File: config.mk
export PLATFORM = sky130hd
export DESIGN_NAME = paging_translation_unit
export DESIGN_NICKNAME = d
export VERILOG_FILES = /design/src/shared/ptu_pkg.sv /design/src/design/paging_translation_unit.sv
export VERILOG_INCLUDE_DIRS = /design/src /design/src/shared
export SDC_FILE = /design/constraint.sdc
export NUM_CORES = 2
export LEC_CHECK = 0
export BUFFER_PORTS_ARGS = -buffer_cell sky130_fd_sc_hd__buf_2
export CELL_PAD_IN_SITES_DETAIL_PLACEMENT = 0
export CELL_PAD_IN_SITES_GLOBAL_PLACEMENT = 2
export CORE_MARGIN = 1
export CORE_UTILIZATION = 30
export DETAILED_ROUTE_END_ITERATION = 6
export PLACE_DENSITY_LB_ADDON = 0.05
export SLEW_MARGIN = 10
export SYNTH_ARGS = -nofsm -noshare
export SYNTH_HDL_FRONTEND = slang
export SYNTH_SLANG_ARGS = --single-unit
File: constraint.sdc
create_clock -name sys_clk_i -period 12.4 [get_ports sys_clk_i]
set_input_delay 2.48 -clock sys_clk_i [delete_from_list [all_inputs] [get_ports sys_clk_i]]
set_output_delay 2.48 -clock sys_clk_i [all_outputs]
set_load 0.01 [all_outputs]
File: src/shared/ptu_defs.svh
`ifndef PTU_DEFS_SVH
`define PTU_DEFS_SVH

// Register offsets
`define REG_CTRL      4'h0
`define REG_PTR_LO    4'h4
`define REG_PTR_HI    4'h8
`define REG_STAT      4'hc

// Control register fields
`define CTRL_WIDE     0
`define CTRL_PAGE_EN  4
`define CTRL_RESET    32'h0000_0000

// Descriptor flag bits
`define FLAG_RO       0
`define FLAG_RW       1
`define FLAG_EX       2

// Descriptor word indices
`define WORD_LBASE    3'd0
`define WORD_PBASE    3'd1
`define WORD_SIZE     3'd2
`define WORD_FLAGS    3'd3
`define WORD_NEXT     3'd4

// Byte stride between descriptor words
`define WORD_STEP32   64'h0000_0000_0000_0004
`define WORD_STEP64   64'h0000_0000_0000_0008

// Fault codes
`define FAULT_NONE    2'h0
`define FAULT_PAGE    2'h1
`define FAULT_PERM    2'h2

`endif

File: src/shared/ptu_pkg.sv
package ptu_pkg;

  typedef enum logic [1:0] {
    ACC_READ  = 2'b00,
    ACC_WRITE = 2'b01,
    ACC_FETCH = 2'b10
  } acc_kind_t;

  typedef enum logic [2:0] {
    ST_IDLE   = 3'b000,
    ST_FETCH  = 3'b001,
    ST_CHECK  = 3'b010,
    ST_ACCESS = 3'b011,
    ST_DONE   = 3'b100
  } walk_state_t;

  typedef struct packed {
    logic [63:0] addr;
    acc_kind_t   kind;
    logic [63:0] wdata;
  } xlate_req_t;

  typedef struct packed {
    logic [1:0]  fault;
    logic [63:0] paddr;
    logic [63:0] rdata;
  } xlate_res_t;

endpackage

File: src/design/paging_translation_unit.sv
// Decided for this implementation: the placing of the registers and strobed register access.
`timescale 1ns/10ps
`include "ptu_defs.svh"

module paging_translation_unit
  import ptu_pkg::*;
(
  input  wire logic        sys_clk_i,
  input  wire logic        reset_i,
  input  wire logic [3:0]  reg_addr_i,
  input  wire logic [31:0] reg_wdata_i,
  input  wire logic        reg_wr_i,
  input  wire logic        reg_rd_i,
  output logic      [31:0] reg_rdata_o,
  input  wire logic        req_valid_i,
  input  wire xlate_req_t  req_i,
  output logic             req_ready_o,
  output logic             done_o,
  output xlate_res_t       res_o,
  output logic             mem_req_o,
  output logic             mem_we_o,
  output logic      [63:0] mem_addr_o,
  output logic      [63:0] mem_wdata_o,
  input  wire logic [63:0] mem_rdata_i,
  input  wire logic        mem_ack_i
);

  walk_state_t st;
  logic [31:0] ctrl;
  logic [63:0] chain_ptr;
  logic [1:0]  last_fault;
  xlate_req_t  cur;
  logic [63:0] lbase;
  logic [63:0] pbase;
  logic [63:0] rsize;
  logic [63:0] flags;
  logic [63:0] nxt;
  logic [63:0] first_ptr;
  logic [2:0]  widx;
  logic        wide;
  logic        page_en;
  logic        hit;
  logic        perm_ok;
  logic        chain_end;
  logic [63:0] step;
  logic [63:0] xlated;

  assign wide    = ctrl[`CTRL_WIDE];
  assign page_en = ctrl[`CTRL_PAGE_EN];
  assign step    = wide ? `WORD_STEP64 : `WORD_STEP32;

  // Narrow mode keeps only the low word of every address and field
  function automatic logic [63:0] trim(input logic [63:0] v, input logic w);
    trim = w ? v : {32'h0, v[31:0]};
  endfunction

  // --------------------------------------------------------------
  // Lookup and permission decode
  // --------------------------------------------------------------
  // range test
  assign hit = (cur.addr > lbase) && (cur.addr < trim(lbase + rsize, wide));

  assign chain_end = (nxt == 64'h0) || (nxt == first_ptr);

  assign xlated = trim(pbase + (cur.addr - lbase), wide);

  always_comb begin
    perm_ok = 1'b0;
    if (!(flags[`FLAG_RO] && flags[`FLAG_RW])) begin
      case (cur.kind)
        ACC_READ:  perm_ok = flags[`FLAG_RO] || flags[`FLAG_RW];
        ACC_WRITE: perm_ok = flags[`FLAG_RW];
        ACC_FETCH: perm_ok = flags[`FLAG_EX];
        default:   perm_ok = 1'b0;
      endcase
    end
  end

  // --------------------------------------------------------------
  // Register port
  // --------------------------------------------------------------
  always_ff @(posedge sys_clk_i) begin
    if (reset_i) begin
      ctrl      <= `CTRL_RESET;
      chain_ptr <= 64'h0;
    end else if (reg_wr_i) begin
      case (reg_addr_i)
        `REG_CTRL:   ctrl <= reg_wdata_i;
        `REG_PTR_LO: chain_ptr[31:0] <= reg_wdata_i;
        `REG_PTR_HI: chain_ptr[63:32] <= reg_wdata_i;
        default:     ;
      endcase
    end
  end

  always_ff @(posedge sys_clk_i) begin
    if (reset_i) begin
      reg_rdata_o <= 32'h0;
    end else if (reg_rd_i) begin
      case (reg_addr_i)
        `REG_CTRL:   reg_rdata_o <= ctrl;
        `REG_PTR_LO: reg_rdata_o <= chain_ptr[31:0];
        `REG_PTR_HI: reg_rdata_o <= chain_ptr[63:32];
        `REG_STAT:   reg_rdata_o <= {29'h0, last_fault, (st != ST_IDLE)};
        default:     reg_rdata_o <= 32'h0;
      endcase
    end else begin
      reg_rdata_o <= 32'h0;
    end
  end

  // --------------------------------------------------------------
  // Walk state machine
  // --------------------------------------------------------------
  assign req_ready_o = (st == ST_IDLE);
  assign done_o      = (st == ST_DONE);
  assign mem_req_o   = (st == ST_FETCH) || (st == ST_ACCESS);
  assign mem_we_o    = (st == ST_ACCESS) && (cur.kind == ACC_WRITE);

  always_ff @(posedge sys_clk_i) begin
    if (reset_i) begin
      st          <= ST_IDLE;
      cur         <= '0;
      first_ptr   <= 64'h0;
      widx        <= `WORD_LBASE;
      mem_addr_o  <= 64'h0;
      mem_wdata_o <= 64'h0;
      res_o       <= '0;
    end else begin
      case (st)
        ST_IDLE: begin
          if (req_valid_i) begin
            cur.addr    <= trim(req_i.addr, wide);
            cur.kind    <= req_i.kind;
            cur.wdata   <= req_i.wdata;
            mem_wdata_o <= trim(req_i.wdata, wide);
            res_o       <= '0;
            if (!page_en) begin
              mem_addr_o <= trim(req_i.addr, wide);
              st         <= ST_ACCESS;
            end else begin
              mem_addr_o <= trim(chain_ptr, wide);
              first_ptr  <= trim(chain_ptr, wide);
              widx       <= `WORD_LBASE;
              st         <= ST_FETCH;
            end
          end
        end
        ST_FETCH: begin
          if (mem_ack_i) begin
            mem_addr_o <= mem_addr_o + step;
            widx       <= widx + 3'd1;
            if (widx == `WORD_NEXT) begin
              st <= ST_CHECK;
            end
          end
        end
        ST_CHECK: begin
          if (hit) begin
            if (perm_ok) begin
              mem_addr_o <= xlated;
              res_o.paddr <= xlated;
              st         <= ST_ACCESS;
            end else begin
              res_o.fault <= `FAULT_PERM;
              st          <= ST_DONE;
            end
          end else if (chain_end) begin
            res_o.fault <= `FAULT_PAGE;
            st          <= ST_DONE;
          end else begin
            mem_addr_o <= nxt;
            widx       <= `WORD_LBASE;
            st         <= ST_FETCH;
          end
        end
        ST_ACCESS: begin
          if (mem_ack_i) begin
            res_o.paddr <= mem_addr_o;
            res_o.rdata <= trim(mem_rdata_i, wide);
            st          <= ST_DONE;
          end
        end
        ST_DONE: begin
          st <= ST_IDLE;
        end
        default: st <= ST_IDLE;
      endcase
    end
  end

  // Descriptor capture; the previous pointer word is not needed
  always_ff @(posedge sys_clk_i) begin
    if (reset_i) begin
      lbase <= 64'h0;
      pbase <= 64'h0;
      rsize <= 64'h0;
      flags <= 64'h0;
      nxt   <= 64'h0;
    end else if (st == ST_FETCH && mem_ack_i) begin
      case (widx)
        `WORD_LBASE: lbase <= trim(mem_rdata_i, wide);
        `WORD_PBASE: pbase <= trim(mem_rdata_i, wide);
        `WORD_SIZE:  rsize <= trim(mem_rdata_i, wide);
        `WORD_FLAGS: flags <= trim(mem_rdata_i, wide);
        `WORD_NEXT:  nxt   <= trim(mem_rdata_i, wide);
        default:     ;
      endcase
    end
  end

  always_ff @(posedge sys_clk_i) begin
    if (reset_i) begin
      last_fault <= `FAULT_NONE;
    end else if (st == ST_DONE) begin
      last_fault <= res_o.fault;
    end
  end
endmodule // paging_translation_unit

## Word-level counts from Yosys, hierarchy flattened

Index checks and enable logic that the tools add are counted.

- Bits in registers: 783
- Input port bits: 236
- Output and inout bits: 294
- Logic and storage cells: 130

- $add $sub $neg: 5
- $lt $le $gt $ge: 2
- Equality and inequality tests: 27
- Multiplexer cells: 41
- Bitwise logic cells: 1
- Reductions and logical operators: 34

Operators by type and width:

| cell | count |
|---|---|
| $mux 64 | 13 |
| $pmux 64 s3 | 2 |
| $mux 130 | 1 |
| $add 64x64->64 | 2 |
| $mux 128 | 1 |
| $pmux 32 s4 | 1 |
| $pmux 64 s2 | 1 |
| $add 64x4->64 | 1 |
| $eq 64x64->1 | 1 |
| $gt 64x64->1 | 1 |
| $logic_not 64->1 | 1 |
| $lt 64x64->1 | 1 |
| $sub 64x64->64 | 1 |
| $mux 3 | 12 |
| $reduce_and 2->1 | 9 |
| $ne 2x2->1 const B | 7 |
| $eq 3x2->1 const B | 4 |
| $ne 3x3->1 const B | 4 |
| $pmux 3 s4 | 1 |
| $reduce_and 5->1 | 2 |
| $pmux 3 s3 | 1 |
| $reduce_bool 3->1 | 3 |
| $eq 4x4->1 const B | 2 |
| $mux 2 | 4 |
| other kinds (22) | 34 |

## Depth between registers and ports, before layout

- Depth in word-level cells: 6
- Mapped depth: 28
- Gate-level depth less buffers: 26

## Worst setup path after synthesis

OpenSTA, ideal clock, no wires.

- Kind: register to register
- Start point: reg lbase[0]
- End point: reg mem_addr_o[53]
- Library setup time: 132 ps
- Data arrival time: 6042 ps
- Required time: 12268 ps
- Slack: 6226 ps
- Stages on the path, launching flop included: 29
- Buffers on the path: 3
- Period minus slack after synthesis: 6174 ps
- Cell sequence: dfxtp_1 -> ha_1 -> inv_1 -> fa_1 -> nor2b_1 -> o21ai_0 -> a21o_1 -> a31oi_1 -> a31oi_1 -> o31a_1 -> o21a_1 -> o21ai_0 -> a21boi_0 -> o31ai_1 -> mux2_2 -> ha_1 -> and4_1 -> nand3_1 -> or4_1 -> or2_1 -> or4_1 -> o221ai_2 -> or2_1 -> buf_4 -> a31oi_4 -> buf_2 -> buf_2 -> o211ai_1 -> o41ai_2

- Cells in the longest elaborated chain, start to end: 6
- Elaborated cells between the ends (all ways): 14
- Those cells by class: 3 x add/sub; 2 x order compare; 2 x eq/ne; 5 x mux; 2 x reduce/logical

RTL lines:

| element | RTL line | source |
|---|---|---|
| start, declared | paging_translation_unit.sv:33 | `logic [63:0] lbase;` |
| start signal, assigned | paging_translation_unit.sv:202 | `` `WORD_LBASE: lbase <= trim(mem_rdata_i, wide); `` |
| $sub 64x64->64 / $add 64x64->64 (equally long branches) | paging_translation_unit.sv:65, paging_translation_unit.sv:61 |  |
| $add 64x64->64 / $mux 64 (equally long branches) | paging_translation_unit.sv:65, paging_translation_unit.sv:54 |  |
| $mux 64 / $lt 64x64->1 (equally long branches) | paging_translation_unit.sv:54, paging_translation_unit.sv:61 |  |
| $mux 64 / $logic_and 1x1->1 (equally long branches) | paging_translation_unit.sv:160, paging_translation_unit.sv:61 |  |
| $mux 64 / $ne 3x3->1 (equally long branches) | -- |  |
| $pmux 64 s3 / $reduce_and 5->1 (equally long branches) | -- |  |
| end signal, assigned | paging_translation_unit.sv:139 | `mem_addr_o <= trim(req_i.addr, wide);` |
| end signal, assigned | paging_translation_unit.sv:142 | `mem_addr_o <= trim(chain_ptr, wide);` |
| end signal, assigned | paging_translation_unit.sv:161 | `mem_addr_o <= xlated;` |
| end, declared | paging_translation_unit.sv:22 | `output logic [63:0] mem_addr_o,` |

Several ways; a longest one is shown, not always the timed one. The select of a mux whose other input is x is not followed.
A chain may end at the register's enable or synchronous reset.

## Worst setup path after layout

- Start point: reg lbase[0]
- End point: reg mem_addr_o[5]

The elaborated chain is that of the path after synthesis.

==> out/results.tsv <==
metric	value	unit
status	finished clean	
endpoints failing setup	0	
filler instances	15920	
Final min period	8637	ps
chip height	388.6	um
dpl hpwl	172500	um
Yosys top cell by area	dfxtp_1	
CTS H-tree depth	3	
skew final	67.95	ps
CP Launch Type	flop	
Clock Tree Root	clkbuf_16	
I/O pin count	530	
DRT iter0 DRCs	4606	
final core utilization	0.3547	
Comb power frac	0.440	
Netlist Area Pre-Place	44830	um2
clock power share	0.275	
Critical Path Max Stage Delay	560	ps
Syn Nets	6537	
antenna-violating nets left	0	
die area	151000	um2
CTS sink count	783	
sequential cell area	15680	um2
CTS clock-pin slew for the worst setup and hold paths	60	ps
Die W	388.6	um
grt ovf	0	
r2r endpoint	mem_addr_o[5]$_SDFFE_PP0P_	
max capacitance violation total	0	
CTS Buffer Depth	3	
setup tns final	0	ps
largest cells by area after synthesis	dfxtp_1 35%, a21oi_1 10%, nand2_1 9.0%	
DR vias/cell	5.432	
share of cells above drive strength 1	0.1300	
Core Region	148000	um2
YS warnings	0	
RSZ-0062 raised after global routing	no	
top-count cell post-synth	nand2_1	
CP Capture Type	flop	
Num CTS Buffers	100	
measured slew at the worst slew-check pin	1294	ps
Pre-antenna DRT Iters	6	
crit-path max FO	50	
final hold vios	0	
flop-to-flop setup slack	3760	ps
switching power total	5.118	mW
Global Route Usage Sum	0.2910	
Avg Inst Size Synth	7.503	um2
worst rel slew slack	0.1353	
routed via count	45090	
Clk Latency, worst-skew pair	760	ps
Yosys cell types	83	
placed cells	8117	
hold slack	445.5	ps
Pwr per Cell Area	211.2	nW/um2
number of global-route vias before repair	42460	
register area share after synthesis	0.3497	
initial antenna violation count	13	
final-report max-slew violation count	0	
largest net degree at the start of global routing	152	
WL/cell	27.29	um
most used cell, CP	buf_4	
flops & latches, synth	783	
HP Class	flop to flop	
worst hold path startpoint	mem_wdata_o[49]$_SDFFE_PP0P_	
cell depth of the worst flop-to-flop path	28	
WS Path Type	flop to flop	
first-pass GRT wire length	320500	um
Initial Util	0.3029	
post-cts repair resize count	0	
hold_buf cts	0	
worst hold path endpoint	mem_wdata_o[49]$_SDFFE_PP0P_	
post-route insts no fill	8301	
routability cong.	0.9168	
Port Buffers	529	
worst hold path depth	2	
Synth Instances	5975	
Total Wirelength	226500	um
nets	6851	
maximum vdd drop	0.1727	mV
area grow syn2layout	17.10	%
ys flop type	dfxtp_1	
crit path DAT	9240	ps
sequential power share	0.285	
FMAX	0.1158	GHz
Pleak	21.12	nW
sw frac	0.4616	
Synth top cells by count	1078 x nand2_1, 918 x a21oi_1, 783 x dfxtp_1	
FF-to-FF Start	lbase[0]$_SDFFE_PP0P_	
Placement Rows	141	
share of synthesized registers carrying an async set or reset	0	
P_int	5.968	mW
CTS tree	built	
post-CTS setup repair buffer count	0	
Worst EP required	13000	ps
final worst path period share	0.6966	
Synth top area share	0.3497	
number of synthesized flops with an enable pin	0	
slowest stage cell on the critical path	or4_1	
multi-input logic area	26380	um2
DRC	0	
[power groups by stage]
stage	sequential, mW	clock [mW]	combinational [mW]
CTS	3.15	3.12	4.78
floorplan	3.14	0	2.73
detailed placement	3.21	0	4.76
global placement	3.21	0	4.75
global route	3.19	3.22	5.20
finish	3.16	3.05	4.88
[worst max-delay path: cells and delay by family, from the launching register on]
kind / cells / cell delay (ps)
compound gates: 12 / 3670
buf+inv: 4 / 1090
fa+ha+maj: 3 / 870
flops: 1 / 410
simple gates: 8 / 1960
mux: 1 / 370
[cells by family after synthesis]
family / synth area share
XOR/XNOR: 0.04279
buffers and inverters: 0.06508
adder cells (fa/ha/maj): 0.1019
flip-flops: 0.3497
AO/OA/AOI/OAI: 0.2085
AND/OR/NAND/NOR: 0.2105
multiplexers: 0.02163
[how the worst max path moves through the flow]
stage / startpoint / end / slack, ps
after CTS: lbase[0]$_SDFFE_PP0P_ / mem_addr_o[34]$_SDFFE_PP0P_ / 3870
after global routing: lbase[0]$_SDFFE_PP0P_ / mem_addr_o[34]$_SDFFE_PP0P_ / 3380
final: lbase[0]$_SDFFE_PP0P_ / mem_addr_o[5]$_SDFFE_PP0P_ / 3760
after floorplan: lbase[0]$_SDFFE_PP0P_ / mem_addr_o[53]$_SDFFE_PP0P_ / 6230
after global placement: lbase[0]$_SDFFE_PP0P_ / mem_addr_o[18]$_SDFFE_PP0P_ / 4130
after detailed placement: lbase[0]$_SDFFE_PP0P_ / mem_addr_o[34]$_SDFFE_PP0P_ / 3940
[metrics by stage]
stage	area [um2]	power, mW	setup WS (ps)
6_report	52500	11.09	3763
3_5_place_dp	49100	7.960	3938
4_1_cts	52490	11.05	3872
2_1_floorplan	44830	5.870	6226
5_1_grt	52500	11.61	3380
3_3_place_gp	49100	7.966	4133
[state kept, by name, indices dropped and copies added (netlist names), 32 cells and up]
| register | count |
|---|---|
| lbase | 64 |
| nxt | 64 |
| reg_rdata_o | 32 |
| mem_addr_o | 64 |
| chain_ptr | 64 |
| rsize | 64 |
| pbase | 64 |
| mem_wdata_o | 64 |
| res_o | 130 |
| first_ptr | 64 |
| cur | 66 |
| ctrl | 32 |
[routing by layer]
metal  vias up  GRT usage  part of all wire
met5         -          0                 0
met4         0    0.08164             0.027
li1      21180          -                 -
met3       243    0.05645             0.081
met2      1719     0.4116              0.41
met1     21950     0.4393              0.49
[final cells by class]
type	count	share of cell area
multi-input cells	4423	0.5025
repair buffers	594	0.06039
flip-flops and latches	783	0.2987
well taps	1930	0.04600
inverters	387	0.02767
diodes	2	0.00009533
clock buffers	139	0.05427
clock inverters	43	0.01037
[layout by cell type (no fill, tap or decap), types with 32 or more instances in the layout]
master	count
a211oi_1	43
a21o_1	93
a21oi_1	917
a221oi_1	46
and3_1	32
buf_2	528
buf_4	63
clkbuf_16	100
dfxtp_1	781
fa_1	65
ha_1	261
inv_1	387
mux2i_1	80
nand2_1	1069
nand3_1	205
nand4_1	80
nor2_1	538
nor3_1	115
nor4_1	44
o21ai_0	169
o22ai_1	38
xnor2_1	129
xor2_1	90
(Power assumes the default switching activity.)
